`src/hw/tcc_pkg.sv`:
```
// Package of constants, register map and carrier types for the timer capture/compare unit.
package tcc_pkg;

   localparam int CNT_W = 16;
   localparam int ADDR_W = 8;
   localparam int NCH = 2;

   typedef logic [CNT_W-1:0] tcc_count_t;
   typedef logic [ADDR_W-1:0] tcc_addr_t;

   localparam tcc_count_t COUNT_ZERO = 16'h0000;
   localparam tcc_count_t COUNT_ONE = 16'h0001;
   localparam tcc_count_t COUNT_MAX = 16'hFFFF;

   // Register offsets, one aligned word each.
   localparam tcc_addr_t ADDR_CTRL0 = 8'h00;
   localparam tcc_addr_t ADDR_CTRL1 = 8'h04;
   localparam tcc_addr_t ADDR_EDGE = 8'h08;
   localparam tcc_addr_t ADDR_SRC = 8'h0C;
   localparam tcc_addr_t ADDR_CC0 = 8'h10;
   localparam tcc_addr_t ADDR_CC1 = 8'h14;
   localparam tcc_addr_t ADDR_COUNT = 8'h18;
   localparam tcc_addr_t ADDR_STATUS = 8'h1C;

   // Control word 0 fields.
   localparam int ACT_BIT = 0;
   localparam int CE_BIT = 1;
   localparam int CS_LO = 2;
   localparam int CS_HI = 3;

   // Control word 1 fields.
   localparam int MODE0_BIT = 0;
   localparam int MODE1_BIT = 1;
   localparam int CLR_BIT = 3;
   localparam int ALV_BIT = 5;
   localparam int OE_BIT = 6;

   localparam int SRC_BIT = 0;
   localparam int OVF_BIT = 0;
   localparam int EDGE_W = 2;

   // Edge select codes; the remaining code is prohibited and detects nothing.
   localparam logic [1:0] EDGE_FALL = 2'h0;
   localparam logic [1:0] EDGE_RISE = 2'h1;
   localparam logic [1:0] EDGE_BOTH = 2'h3;

   localparam logic ALV_RESET = 1'b1;
   localparam int DIV_W = 3;
   localparam logic [DIV_W-1:0] DIV_ONE = 3'h1;

   typedef struct packed {
      logic oe;
      logic output_active_level;
      logic clr;
      logic mode1;
      logic mode0;
   } tcc_ctrl_t;

   typedef struct packed {
      tcc_addr_t addr;
      tcc_count_t wdata;
      logic we;
      logic re;
   } tcc_req_t;

endpackage : tcc_pkg

```
`src/hw/tcc_trig_edge.sv`:
```
// Trigger synchroniser and selectable edge detector for one capture channel.
`timescale 1ns/100ps
`default_nettype none
module tcc_trig_edge (
   // Clock and reset
   input wire logic clk,
   input wire logic rst_b,
   // Trigger and edge choice
   input wire logic trig_async,
   input wire logic [1:0] edge_sel,
   // Detected edge
   output logic edge_pulse
);

   logic sync1_q;
   logic sync2_q;
   logic prev_q;
   logic pulse_q;
   logic rise;
   logic fall;
   logic hit;

   // Only the second stage and the edge history look at synchronised data.
   assign rise = sync2_q & ~prev_q;
   assign fall = ~sync2_q & prev_q;
   assign hit = (edge_sel == tcc_pkg::EDGE_RISE) ? rise :
                (edge_sel == tcc_pkg::EDGE_FALL) ? fall :
                (edge_sel == tcc_pkg::EDGE_BOTH) ? (rise | fall) : 1'b0;

   always_ff @(posedge clk or negedge rst_b) begin
      if (!rst_b) begin
         sync1_q <= 1'b0;
         sync2_q <= 1'b0;
         prev_q <= 1'b0;
         pulse_q <= 1'b0;
      end else begin
         sync1_q <= trig_async;
         sync2_q <= sync1_q;
         prev_q <= sync2_q;
         pulse_q <= hit;
      end
   end

   assign edge_pulse = pulse_q;

endmodule : tcc_trig_edge
`default_nettype wire

```
`src/hw/tcc_timer.sv`:
```
// Timer with 16-bit free-running counter and two capture/compare channels.
// Function
// - A 16-bit up-counter runs freely and wraps from its maximum to zero.
// - Wrap from FFFFH to 0000H sets overflow flag and overflow interrupt together.
// - Channel 0 compare FFFFH with match clearing makes the wrap a clear, no overflow.
// - Count enable falling returns the counter to zero without any overflow.
// - Each channel has a mode bit: 0 capture, 1 compare.
// - Capture latches the count on each valid trigger edge and holds it.
// - Every valid capture edge raises that channel's interrupt.
// - Each channel's valid edge is chosen by its own two-bit field.
// - A selector picks pin triggers or the CAN frame start signal.
// - No capture happens while count enable is zero.
// - A compare match changes the pulse output and raises the channel interrupt.
// - Matches are judged on the new count right after each step; a channel 0 clearing match is judged on the count before it.
// - Without match clearing, channel 0 compare 0000H matches only after a wrap, not at start.
// - Match clearing with channel 0 in compare mode clears the counter on match.
// - Interval mode clears to 0000H on match, period is compare plus one.
// - Edge codes are 00 falling, 01 rising, 11 both; 10 detects nothing.
// - Channel 0 match drives output active, channel 1 match drives it inactive.
// - With output enable zero the pulse output holds the inactive level.
//
// The plain strobed port and the register offsets are this design's own decisions.
`timescale 1ns/100ps
`default_nettype none
module tcc_timer (
   // Clock and reset
   input wire logic clk,
   input wire logic rst_b,
   // Register port
   input wire logic [7:0] reg_addr,
   input wire logic [15:0] reg_wdata,
   input wire logic reg_we,
   input wire logic reg_re,
   output logic [15:0] reg_rdata,
   // Trigger sources
   input wire logic channel0_trigger_input,
   input wire logic channel1_trigger_input,
   input wire logic can_frame_start_signal,
   // Pulse pin and events
   output logic pulse_output,
   output logic overflow_flag,
   output logic overflow_irq,
   output logic channel0_irq,
   output logic channel1_irq
);

   tcc_pkg::tcc_req_t req;
   logic counter_activation_q;
   logic count_enable_q;
   logic [1:0] clk_sel_q;
   tcc_pkg::tcc_ctrl_t ctrl_q;
   logic [3:0] edge_select_register_q;
   logic trigger_source_select_q;
   tcc_pkg::tcc_count_t main_counter_q;
   tcc_pkg::tcc_count_t main_counter_d;
   tcc_pkg::tcc_count_t cc_q [tcc_pkg::NCH];
   logic overflow_flag_q;
   logic overflow_irq_q;
   logic [tcc_pkg::NCH-1:0] irq_q;
   logic out_active_q;
   logic pulse_q;
   logic [15:0] rdata_q;
   logic [tcc_pkg::DIV_W-1:0] div_q;

   assign req = '{addr: reg_addr, wdata: reg_wdata, we: reg_we, re: reg_re};

   function automatic logic f_hit(input tcc_pkg::tcc_addr_t a, input tcc_pkg::tcc_addr_t t);
      f_hit = (a == t);
   endfunction : f_hit

   // Write decode.
   logic wr_ctrl0;
   logic wr_ctrl1;
   logic wr_edge;
   logic wr_src;
   logic wr_status;
   logic [tcc_pkg::NCH-1:0] wr_cc;
   assign wr_ctrl0 = req.we && f_hit(req.addr, tcc_pkg::ADDR_CTRL0);
   assign wr_ctrl1 = req.we && f_hit(req.addr, tcc_pkg::ADDR_CTRL1);
   assign wr_edge = req.we && f_hit(req.addr, tcc_pkg::ADDR_EDGE);
   assign wr_src = req.we && f_hit(req.addr, tcc_pkg::ADDR_SRC);
   assign wr_status = req.we && f_hit(req.addr, tcc_pkg::ADDR_STATUS);
   assign wr_cc[0] = req.we && f_hit(req.addr, tcc_pkg::ADDR_CC0);
   assign wr_cc[1] = req.we && f_hit(req.addr, tcc_pkg::ADDR_CC1);

   // Count clock: a one-cycle enable from a divider of 1, 2, 4 or 8.
   logic [tcc_pkg::DIV_W-1:0] div_mask;
   logic div_tick;
   logic count_en;
   assign div_mask = tcc_pkg::DIV_W'((tcc_pkg::DIV_ONE << clk_sel_q) - tcc_pkg::DIV_ONE);
   assign div_tick = ((div_q & div_mask) == div_mask);
   assign count_en = counter_activation_q & count_enable_q & div_tick;

   // Compare logic, judged on the value the counter is about to take; clearing is judged on its present value.
   logic [tcc_pkg::NCH-1:0] mode_cmp;
   logic clear0;
   logic wrap;
   tcc_pkg::tcc_count_t next_cnt;
   tcc_pkg::tcc_count_t new_cnt;
   logic [tcc_pkg::NCH-1:0] match;
   logic ovf_set;
   assign mode_cmp = {ctrl_q.mode1, ctrl_q.mode0};
   assign next_cnt = main_counter_q + tcc_pkg::COUNT_ONE;
   assign wrap = count_en && (main_counter_q == tcc_pkg::COUNT_MAX);
   // Clearing waits one step after reaching the compare value so the interval is p + 1.
   assign clear0 = count_en && mode_cmp[0] && ctrl_q.clr && (main_counter_q == cc_q[0]);
   assign new_cnt = clear0 ? tcc_pkg::COUNT_ZERO : next_cnt;
   // A match on channel 0 with clearing is the clear itself, raised as counting resumes.
   assign match[0] = ctrl_q.clr ? clear0 :
                     (count_en && mode_cmp[0] && (new_cnt == cc_q[0]));
   assign match[1] = count_en && mode_cmp[1] && (new_cnt == cc_q[1]);
   assign ovf_set = wrap && !clear0;

   always_comb begin
      main_counter_d = main_counter_q;
      if (!counter_activation_q || !count_enable_q) begin
         main_counter_d = tcc_pkg::COUNT_ZERO;
      end else if (count_en) begin
         main_counter_d = new_cnt;
      end
   end

   // Trigger paths; every source is synchronised before the source choice looks at it.
   logic [tcc_pkg::NCH-1:0] pin_trig;
   logic [tcc_pkg::NCH-1:0] pin_hit;
   logic [tcc_pkg::NCH-1:0] can_hit;
   logic [tcc_pkg::NCH-1:0] edge_hit;
   logic [tcc_pkg::NCH-1:0] capture;
   assign pin_trig[0] = channel0_trigger_input;
   assign pin_trig[1] = channel1_trigger_input;

   genvar gi;
   generate
      for (gi = 0; gi < tcc_pkg::NCH; gi++) begin : g_ch
         tcc_trig_edge u_edge (
            .clk(clk),
            .rst_b(rst_b),
            .trig_async(pin_trig[gi]),
            .edge_sel(edge_select_register_q[gi*tcc_pkg::EDGE_W +: tcc_pkg::EDGE_W]),
            .edge_pulse(pin_hit[gi])
         );
         // Choosing between two synchronised edge streams cannot invent an edge on a switch.
         tcc_trig_edge u_can_edge (
            .clk(clk),
            .rst_b(rst_b),
            .trig_async(can_frame_start_signal),
            .edge_sel(edge_select_register_q[gi*tcc_pkg::EDGE_W +: tcc_pkg::EDGE_W]),
            .edge_pulse(can_hit[gi])
         );
         assign edge_hit[gi] = trigger_source_select_q ? can_hit[gi] : pin_hit[gi];
         assign capture[gi] = edge_hit[gi] && counter_activation_q && count_enable_q
                              && !mode_cmp[gi];

         always_ff @(posedge clk or negedge rst_b) begin
            if (!rst_b) begin
               cc_q[gi] <= tcc_pkg::COUNT_ZERO;
               irq_q[gi] <= 1'b0;
            end else begin
               // A capture wins over a software write in the same cycle.
               if (capture[gi]) begin
                  cc_q[gi] <= main_counter_q;
               end else if (wr_cc[gi]) begin
                  cc_q[gi] <= req.wdata;
               end
               irq_q[gi] <= capture[gi] | match[gi];
            end
         end
      end
   endgenerate

   // Pulse output control.
   logic out_active_d;
   logic pulse_d;
   assign out_active_d = !ctrl_q.oe ? 1'b0 :
                         match[1] ? 1'b0 :
                         match[0] ? 1'b1 : out_active_q;
   assign pulse_d = out_active_d ? ctrl_q.output_active_level : ~ctrl_q.output_active_level;

   // Read data selection.
   logic [15:0] rd_d;
   assign rd_d = !req.re ? 16'h0000 :
      f_hit(req.addr, tcc_pkg::ADDR_CTRL0) ?
         {12'h000, clk_sel_q, count_enable_q, counter_activation_q} :
      f_hit(req.addr, tcc_pkg::ADDR_CTRL1) ?
         {9'h000, ctrl_q.oe, ctrl_q.output_active_level, 1'b0, ctrl_q.clr, 1'b0, ctrl_q.mode1, ctrl_q.mode0} :
      f_hit(req.addr, tcc_pkg::ADDR_EDGE) ? {12'h000, edge_select_register_q} :
      f_hit(req.addr, tcc_pkg::ADDR_SRC) ? {15'h0000, trigger_source_select_q} :
      f_hit(req.addr, tcc_pkg::ADDR_CC0) ? cc_q[0] :
      f_hit(req.addr, tcc_pkg::ADDR_CC1) ? cc_q[1] :
      f_hit(req.addr, tcc_pkg::ADDR_COUNT) ? main_counter_q :
      f_hit(req.addr, tcc_pkg::ADDR_STATUS) ? {15'h0000, overflow_flag_q} : 16'h0000;

   always_ff @(posedge clk or negedge rst_b) begin
      if (!rst_b) begin
         counter_activation_q <= 1'b0;
         count_enable_q <= 1'b0;
         clk_sel_q <= 2'h0;
      end else if (wr_ctrl0) begin
         counter_activation_q <= req.wdata[tcc_pkg::ACT_BIT];
         count_enable_q <= req.wdata[tcc_pkg::CE_BIT];
         clk_sel_q <= req.wdata[tcc_pkg::CS_HI:tcc_pkg::CS_LO];
      end
   end

   always_ff @(posedge clk or negedge rst_b) begin
      if (!rst_b) begin
         ctrl_q <= '{oe: 1'b0, output_active_level: tcc_pkg::ALV_RESET, clr: 1'b0, mode1: 1'b0, mode0: 1'b0};
         edge_select_register_q <= 4'h0;
         trigger_source_select_q <= 1'b0;
      end else begin
         if (wr_ctrl1) begin
            ctrl_q.oe <= req.wdata[tcc_pkg::OE_BIT];
            ctrl_q.output_active_level <= req.wdata[tcc_pkg::ALV_BIT];
            ctrl_q.clr <= req.wdata[tcc_pkg::CLR_BIT];
            ctrl_q.mode1 <= req.wdata[tcc_pkg::MODE1_BIT];
            ctrl_q.mode0 <= req.wdata[tcc_pkg::MODE0_BIT];
         end
         if (wr_edge) begin
            edge_select_register_q <= req.wdata[tcc_pkg::NCH*tcc_pkg::EDGE_W-1:0];
         end
         if (wr_src) begin
            trigger_source_select_q <= req.wdata[tcc_pkg::SRC_BIT];
         end
      end
   end

   always_ff @(posedge clk or negedge rst_b) begin
      if (!rst_b) begin
         main_counter_q <= tcc_pkg::COUNT_ZERO;
         div_q <= '0;
         overflow_flag_q <= 1'b0;
         overflow_irq_q <= 1'b0;
         out_active_q <= 1'b0;
         pulse_q <= ~tcc_pkg::ALV_RESET;
         rdata_q <= 16'h0000;
      end else begin
         main_counter_q <= main_counter_d;
         div_q <= counter_activation_q ? div_q + tcc_pkg::DIV_ONE : '0;
         // A new overflow wins over a write-one clear in the same cycle.
         overflow_flag_q <= ovf_set |
            (overflow_flag_q & ~(wr_status & req.wdata[tcc_pkg::OVF_BIT]));
         overflow_irq_q <= ovf_set;
         out_active_q <= out_active_d;
         pulse_q <= pulse_d;
         rdata_q <= rd_d;
      end
   end

   assign reg_rdata = rdata_q;
   assign pulse_output = pulse_q;
   assign overflow_flag = overflow_flag_q;
   assign overflow_irq = overflow_irq_q;
   assign channel0_irq = irq_q[0];
   assign channel1_irq = irq_q[1];

   // Checks on the block's own behaviour.
   property p_wrap_ovf;
      @(posedge clk) disable iff (!rst_b)
      (count_en && main_counter_q == tcc_pkg::COUNT_MAX && !clear0)
         |=> (main_counter_q == tcc_pkg::COUNT_ZERO) && overflow_irq && overflow_flag;
   endproperty
   a_wrap_ovf: assert property (p_wrap_ovf) else $error("wrap without overflow");

   property p_clear_no_ovf;
      @(posedge clk) disable iff (!rst_b)
      clear0 |=> !overflow_irq && (main_counter_q == tcc_pkg::COUNT_ZERO);
   endproperty
   a_clear_no_ovf: assert property (p_clear_no_ovf) else $error("clear raised overflow");

   property p_ce_off;
      @(posedge clk) disable iff (!rst_b)
      !count_enable_q |=> (main_counter_q == tcc_pkg::COUNT_ZERO) && !overflow_irq;
   endproperty
   a_ce_off: assert property (p_ce_off) else $error("disabled counter not cleared");

   property p_capture;
      @(posedge clk) disable iff (!rst_b)
      capture[0] |=> (cc_q[0] == $past(main_counter_q)) && channel0_irq;
   endproperty
   a_capture: assert property (p_capture) else $error("capture value or irq wrong");

   property p_cap_irq1;
      @(posedge clk) disable iff (!rst_b)
      (edge_hit[1] && count_enable_q && counter_activation_q && !ctrl_q.mode1) |=> channel1_irq;
   endproperty
   a_cap_irq1: assert property (p_cap_irq1) else $error("capture irq missing");

   property p_no_cap_off;
      @(posedge clk) disable iff (!rst_b)
      (!count_enable_q && !wr_cc[0]) |=> !channel0_irq && $stable(cc_q[0]);
   endproperty
   a_no_cap_off: assert property (p_no_cap_off) else $error("capture while disabled");

   property p_match1_out;
      @(posedge clk) disable iff (!rst_b)
      (match[1] && ctrl_q.oe && !wr_ctrl1) |=> channel1_irq && (pulse_output == !ctrl_q.output_active_level);
   endproperty
   a_match1_out: assert property (p_match1_out) else $error("match 1 output wrong");

   property p_match0_out;
      @(posedge clk) disable iff (!rst_b)
      (match[0] && !match[1] && ctrl_q.oe && !wr_ctrl1) |=> channel0_irq && (pulse_output == ctrl_q.output_active_level);
   endproperty
   a_match0_out: assert property (p_match0_out) else $error("match 0 output wrong");

   property p_oe_off;
      @(posedge clk) disable iff (!rst_b)
      (!ctrl_q.oe && !wr_ctrl1) |=> (pulse_output == !ctrl_q.output_active_level);
   endproperty
   a_oe_off: assert property (p_oe_off) else $error("disabled output not inactive");

   property p_step;
      @(posedge clk) disable iff (!rst_b)
      (count_en && !clear0) |=> (main_counter_q == $past(main_counter_q) + tcc_pkg::COUNT_ONE);
   endproperty
   a_step: assert property (p_step) else $error("counter did not step");

   c_wrap: cover property (@(posedge clk) disable iff (!rst_b) ovf_set);
   c_capture: cover property (@(posedge clk) disable iff (!rst_b) capture[1]);
   c_clear: cover property (@(posedge clk) disable iff (!rst_b) clear0 ##1 count_en);
   c_pwm: cover property (@(posedge clk) disable iff (!rst_b) match[0] ##[1:200] match[1]);

endmodule : tcc_timer
`default_nettype wire

```
`config.mk`:
```
export PLATFORM = sky130hd
export DESIGN_NAME = tcc_timer
export DESIGN_NICKNAME = d
export VERILOG_FILES = /design/src/hw/tcc_pkg.sv /design/src/hw/tcc_trig_edge.sv /design/src/hw/tcc_timer.sv
export SDC_FILE = /design/constraint.sdc
export NUM_CORES = 1
export LEC_CHECK = 0
export ABC_AREA = 0
export BUFFER_PORTS_ARGS = -buffer_cell sky130_fd_sc_hd__buf_4
export CAP_MARGIN = 20
export CELL_PAD_IN_SITES_DETAIL_PLACEMENT = 1
export CELL_PAD_IN_SITES_GLOBAL_PLACEMENT = 1
export CORE_AREA = 2 2 86 170
export DETAILED_ROUTE_END_ITERATION = 8
export DIE_AREA = 0 0 88 172
export PLACE_DENSITY_LB_ADDON = 0.25
export REMOVE_ABC_BUFFERS = 1
export SKIP_LAST_GASP = 1
export SLEW_MARGIN = 20
export SYNTH_ARGS = -nofsm -noshare
export SYNTH_HDL_FRONTEND = slang
export SYNTH_SLANG_ARGS = --single-unit
export TNS_END_PERCENT = 30
```
`constraint.sdc`:
```
create_clock -name clk -period 3.65 [get_ports clk]
set_clock_uncertainty 0.1 [all_clocks]
set_input_delay 0.1825 -clock clk [delete_from_list [all_inputs] [get_ports clk]]
set_output_delay 0.1825 -clock clk [all_outputs]
set_load 0.05 [all_outputs]
```
==> results.md <==
* CTS tree: yes
* RePlAce Congestion at approximately 1.1
* Reg power frac at between 40% and 50%
* Max_slew headroom at approximately a third
* Post-route DRC at 0
* Final hold vios at 1
* Post-synth cell types at 69
* Share of cells above drive strength 1 at between 10% and 20%
* Hold WS at -0.000831 ns
* Final worst path period share at between 90% and 100%
* Highest metal used: met4
* CTS sink count at 100
* Area grow syn2layout at 17.7%
* Hold Path Class: in2reg
* Min Tclk post-route at between 3 and 4 ns
* Drt first pass iters at 4
* # rows at around 60
* Sequential area share after synthesis at 39.5%
* Setup CP Type: reg2reg
* Initial drt markers at about 290
* Initial antenna violation count at 0
* Worst Hold Depth at 2
* Clock Path Buffers at 2
* Crit-path max FO at 8
* Root buf cell: clkbuf_16
* Comb power frac at 12.1%
* Data required, critical path at 3.82 ns
* DR vias/cell at about 6.1
* Worst Path Arrival at around 3.6 ns
* WL final at between 20 and 25 mm
* Sw frac at between 20% and 30%
* Worst Setup End Kind: flop
* DP Wirelength at about 19 mm
* I/O pin cnt at 52
* Initial Util at between 40% and 50%
* # diodes at 0
* Yosys Warn Count at 0
* H-tree depth at 3
* Main synth FF type: dfrtp_1
* Final setup violation count at 0
* Power Density at ~330 mW/mm^2
* GR Util All Layers at around a third
* Max VDD drop at 0.211 mV
* Placed Area at around 0.0071 mm^2
* Vias in the first global route at 6377
* Slew Limit Fails at 0
* Post-DRT Antenna Nets at 0
* Metal3 WL at about 760 um
* Failing checks: hold timing
* Gr ovfl total at 0
* Worst skew pair latency at around 0.36 ns
* RSZ-0062 raised after global routing: no
* Tightest Pin Transition at about 1.0 ns
* Leak at roughly 3.2 nW
* Setup repair bufs after CTS at 0
* Routed vias at just under 6k
* Mean area per synthesized cell at around 8.9 um^2
* Pin count of the biggest net entering global routing at 66
* Status: complete, but fails checks
* Cells after synthesis at approximately 700
* Reg2reg path depth at 11
* Post-synth EDFFs at 0
* Fillers at ~1.6k
* Setup TNS at 0 ns
* Die height at ~170 um
* Die area at 0.0151 mm^2
* Die extent in x at 88 um
* Design Area, Final at 0.00746 mm^2
* Fmax at roughly 290 MHz
* Routed wl met2 at between 10 and 15 mm
* Ys async rst share at 100%
* Number of synthesized register bits at 100
* NetSw at a little over 0.7 mW
* Input/output buffers at 51
* Routed met1 length at about 8.1 mm
* Clk slew on worst S/H paths at 0.08 ns
* Internal power at between 1.5 and 2 mW
* WL/cell at between 20 and 30 um
* Max-cap violations at 0
* Startpoint Class: flop
* CTS Buf Count at 9
* First-pass GRT wire length at approximately 37 mm
* Core Box Area at 0.0138 mm^2
* Clock power frac at between 30% and 40%
* Final-stage net count at between 800 and 900
* Cell Area, Synth at approximately 0.0063 mm^2
## timing repair
item,4_1_cts,5_1_grt
cloned,0,0
hold buffers,7,0
hold endpoints to repair,69,0
setup endpoints to repair,1,1
resized for setup,1,2
## cells in the mapped netlist (all sizes together) (9+ instances only)
cell	instances	share of area (%)
nor2	56	3.3
o21ai	63	5.0
a21oi	36	2.8
nand4	15	1.7
nand2	76	4.5
dfrtp	99	39
xnor2	24	3.3
mux2i	57	9.0
xor2	12	1.7
nor4	15	1.7
nor2b	9	0.89
and2	9	0.89
nand3	17	1.4
buf	19	1.5
clkbuf	38	2.2
mux2	14	2.5
inv	17	1.0
nor3	18	1.5
## per-layer routing
metal	track usage (%)	vias to the layer above
li1	-	2656
met1	32.0	2957
met2	63.4	158
met3	4.82	102
met4	26.0	0
met5	0	-
## cell families after synthesis
kind of cell,Yosys count,synth area share [%]
flops,100,39.5
xor+xnor,38,5.68
compound gates,158,15.2
mux,72,11.8
simple gates,262,21.5
buf+inv,74,4.76
fa+ha+maj,8,1.58
## registers in the layout, summed over array words and instances, names as in the netlist, 2 cells and up
register	count
g_ch.u_edge.sync2_q	2
edge_select_register_q	4
cc_q	32
g_ch.u_edge.sync1_q	2
reg_rdata	16
clk_sel_q	2
g_ch.u_can_edge.edge_pulse	2
g_ch.u_edge.edge_pulse	2
g_ch.u_edge.prev_q	2
div_q	3
ctrl_q	5
main_counter_q	16
## final cells by class
type	count	area (um^2)	area share, %
timing repair buffer	103	791	10.6
tap	189	236	3.17
clock inverter	6	56.3	0.754
inverter	17	63.8	0.855
multi-input combinational	538	3580	48.0
clock buffer	10	229	3.07
sequential	100	2500	33.6
## cells in the final DEF, fill, tap and decap left out, types with 5 or more instances in the layout
master	instances
nand3_1	16
a31oi_1	6
buf_4	96
and2_1	9
o21ai_0	63
clkbuf_16	9
nand2b_1	8
or3_1	5
xnor2_1	24
nand2_1	76
xor2_1	12
ha_1	7
dfrtp_1	98
nor2_1	56
a21boi_0	5
a21oi_1	36
or4_1	6
dlygate4sd3_1	7
mux2_2	14
nand4_1	13
mux2i_1	57
inv_1	17
and3_1	6
nand3b_1	6
nor3_1	15
nor4_1	14
o22ai_1	5
nor2b_1	9
## worst max-delay path: stages (launching register included)
cell	delay [ns]
dfrtp_1	0.49
ha_2	0.33
nand3_2	0.17
buf_4	0.23
o41a_1	0.44
a211oi_2	0.38
nand4_1	0.19
nor4_1	0.33
buf_4	0.18
a21boi_0	0.14
and2_1	0.22
a211oi_2	0.14
## power by group through the flow
stage	combinational (mW)	sequential [mW]	clock [mW]
after CTS	0.297	1.20	0.979
after detailed placement	0.288	1.22	0
after floorplan	0.136	1.20	0
final	0.297	1.20	0.963
after global routing	0.322	1.20	1.01
after global placement	0.279	1.22	0
## stage by stage
step | instances | setup WS, ns | util [%] | power (mW)
floorplan | 655 | -0.195 | - | 1.34
global placement | 940 | 0.0737 | 51.4 | 1.50
CTS | 963 | 0.136 | 54.0 | 2.47
global route | 963 | 0.0480 | 54.0 | 2.54
detailed placement | 940 | -0.0897 | 51.4 | 1.51
finish | 963 | 0.233 | 54.0 | 2.46
## path summary, 6_finish.rpt
path,slack (ns),from,end
setup / recovery,0.23,main_counter_q[0],pulse_output
hold / removal,-0.0008,reg_wdata[2],edge_select_register_q[2]
setup reg to reg,0.23,main_counter_q[0],pulse_output
hold reg to reg,0.26,g_ch[1].u_edge.sync1_q,g_ch[1].u_edge.sync2_q
max in group asynchronous,2.19,rst_b,ctrl_q[3]
min in group asynchronous,0.39,rst_b,cc_q[15]
Power figures use the tool's default switching activity.
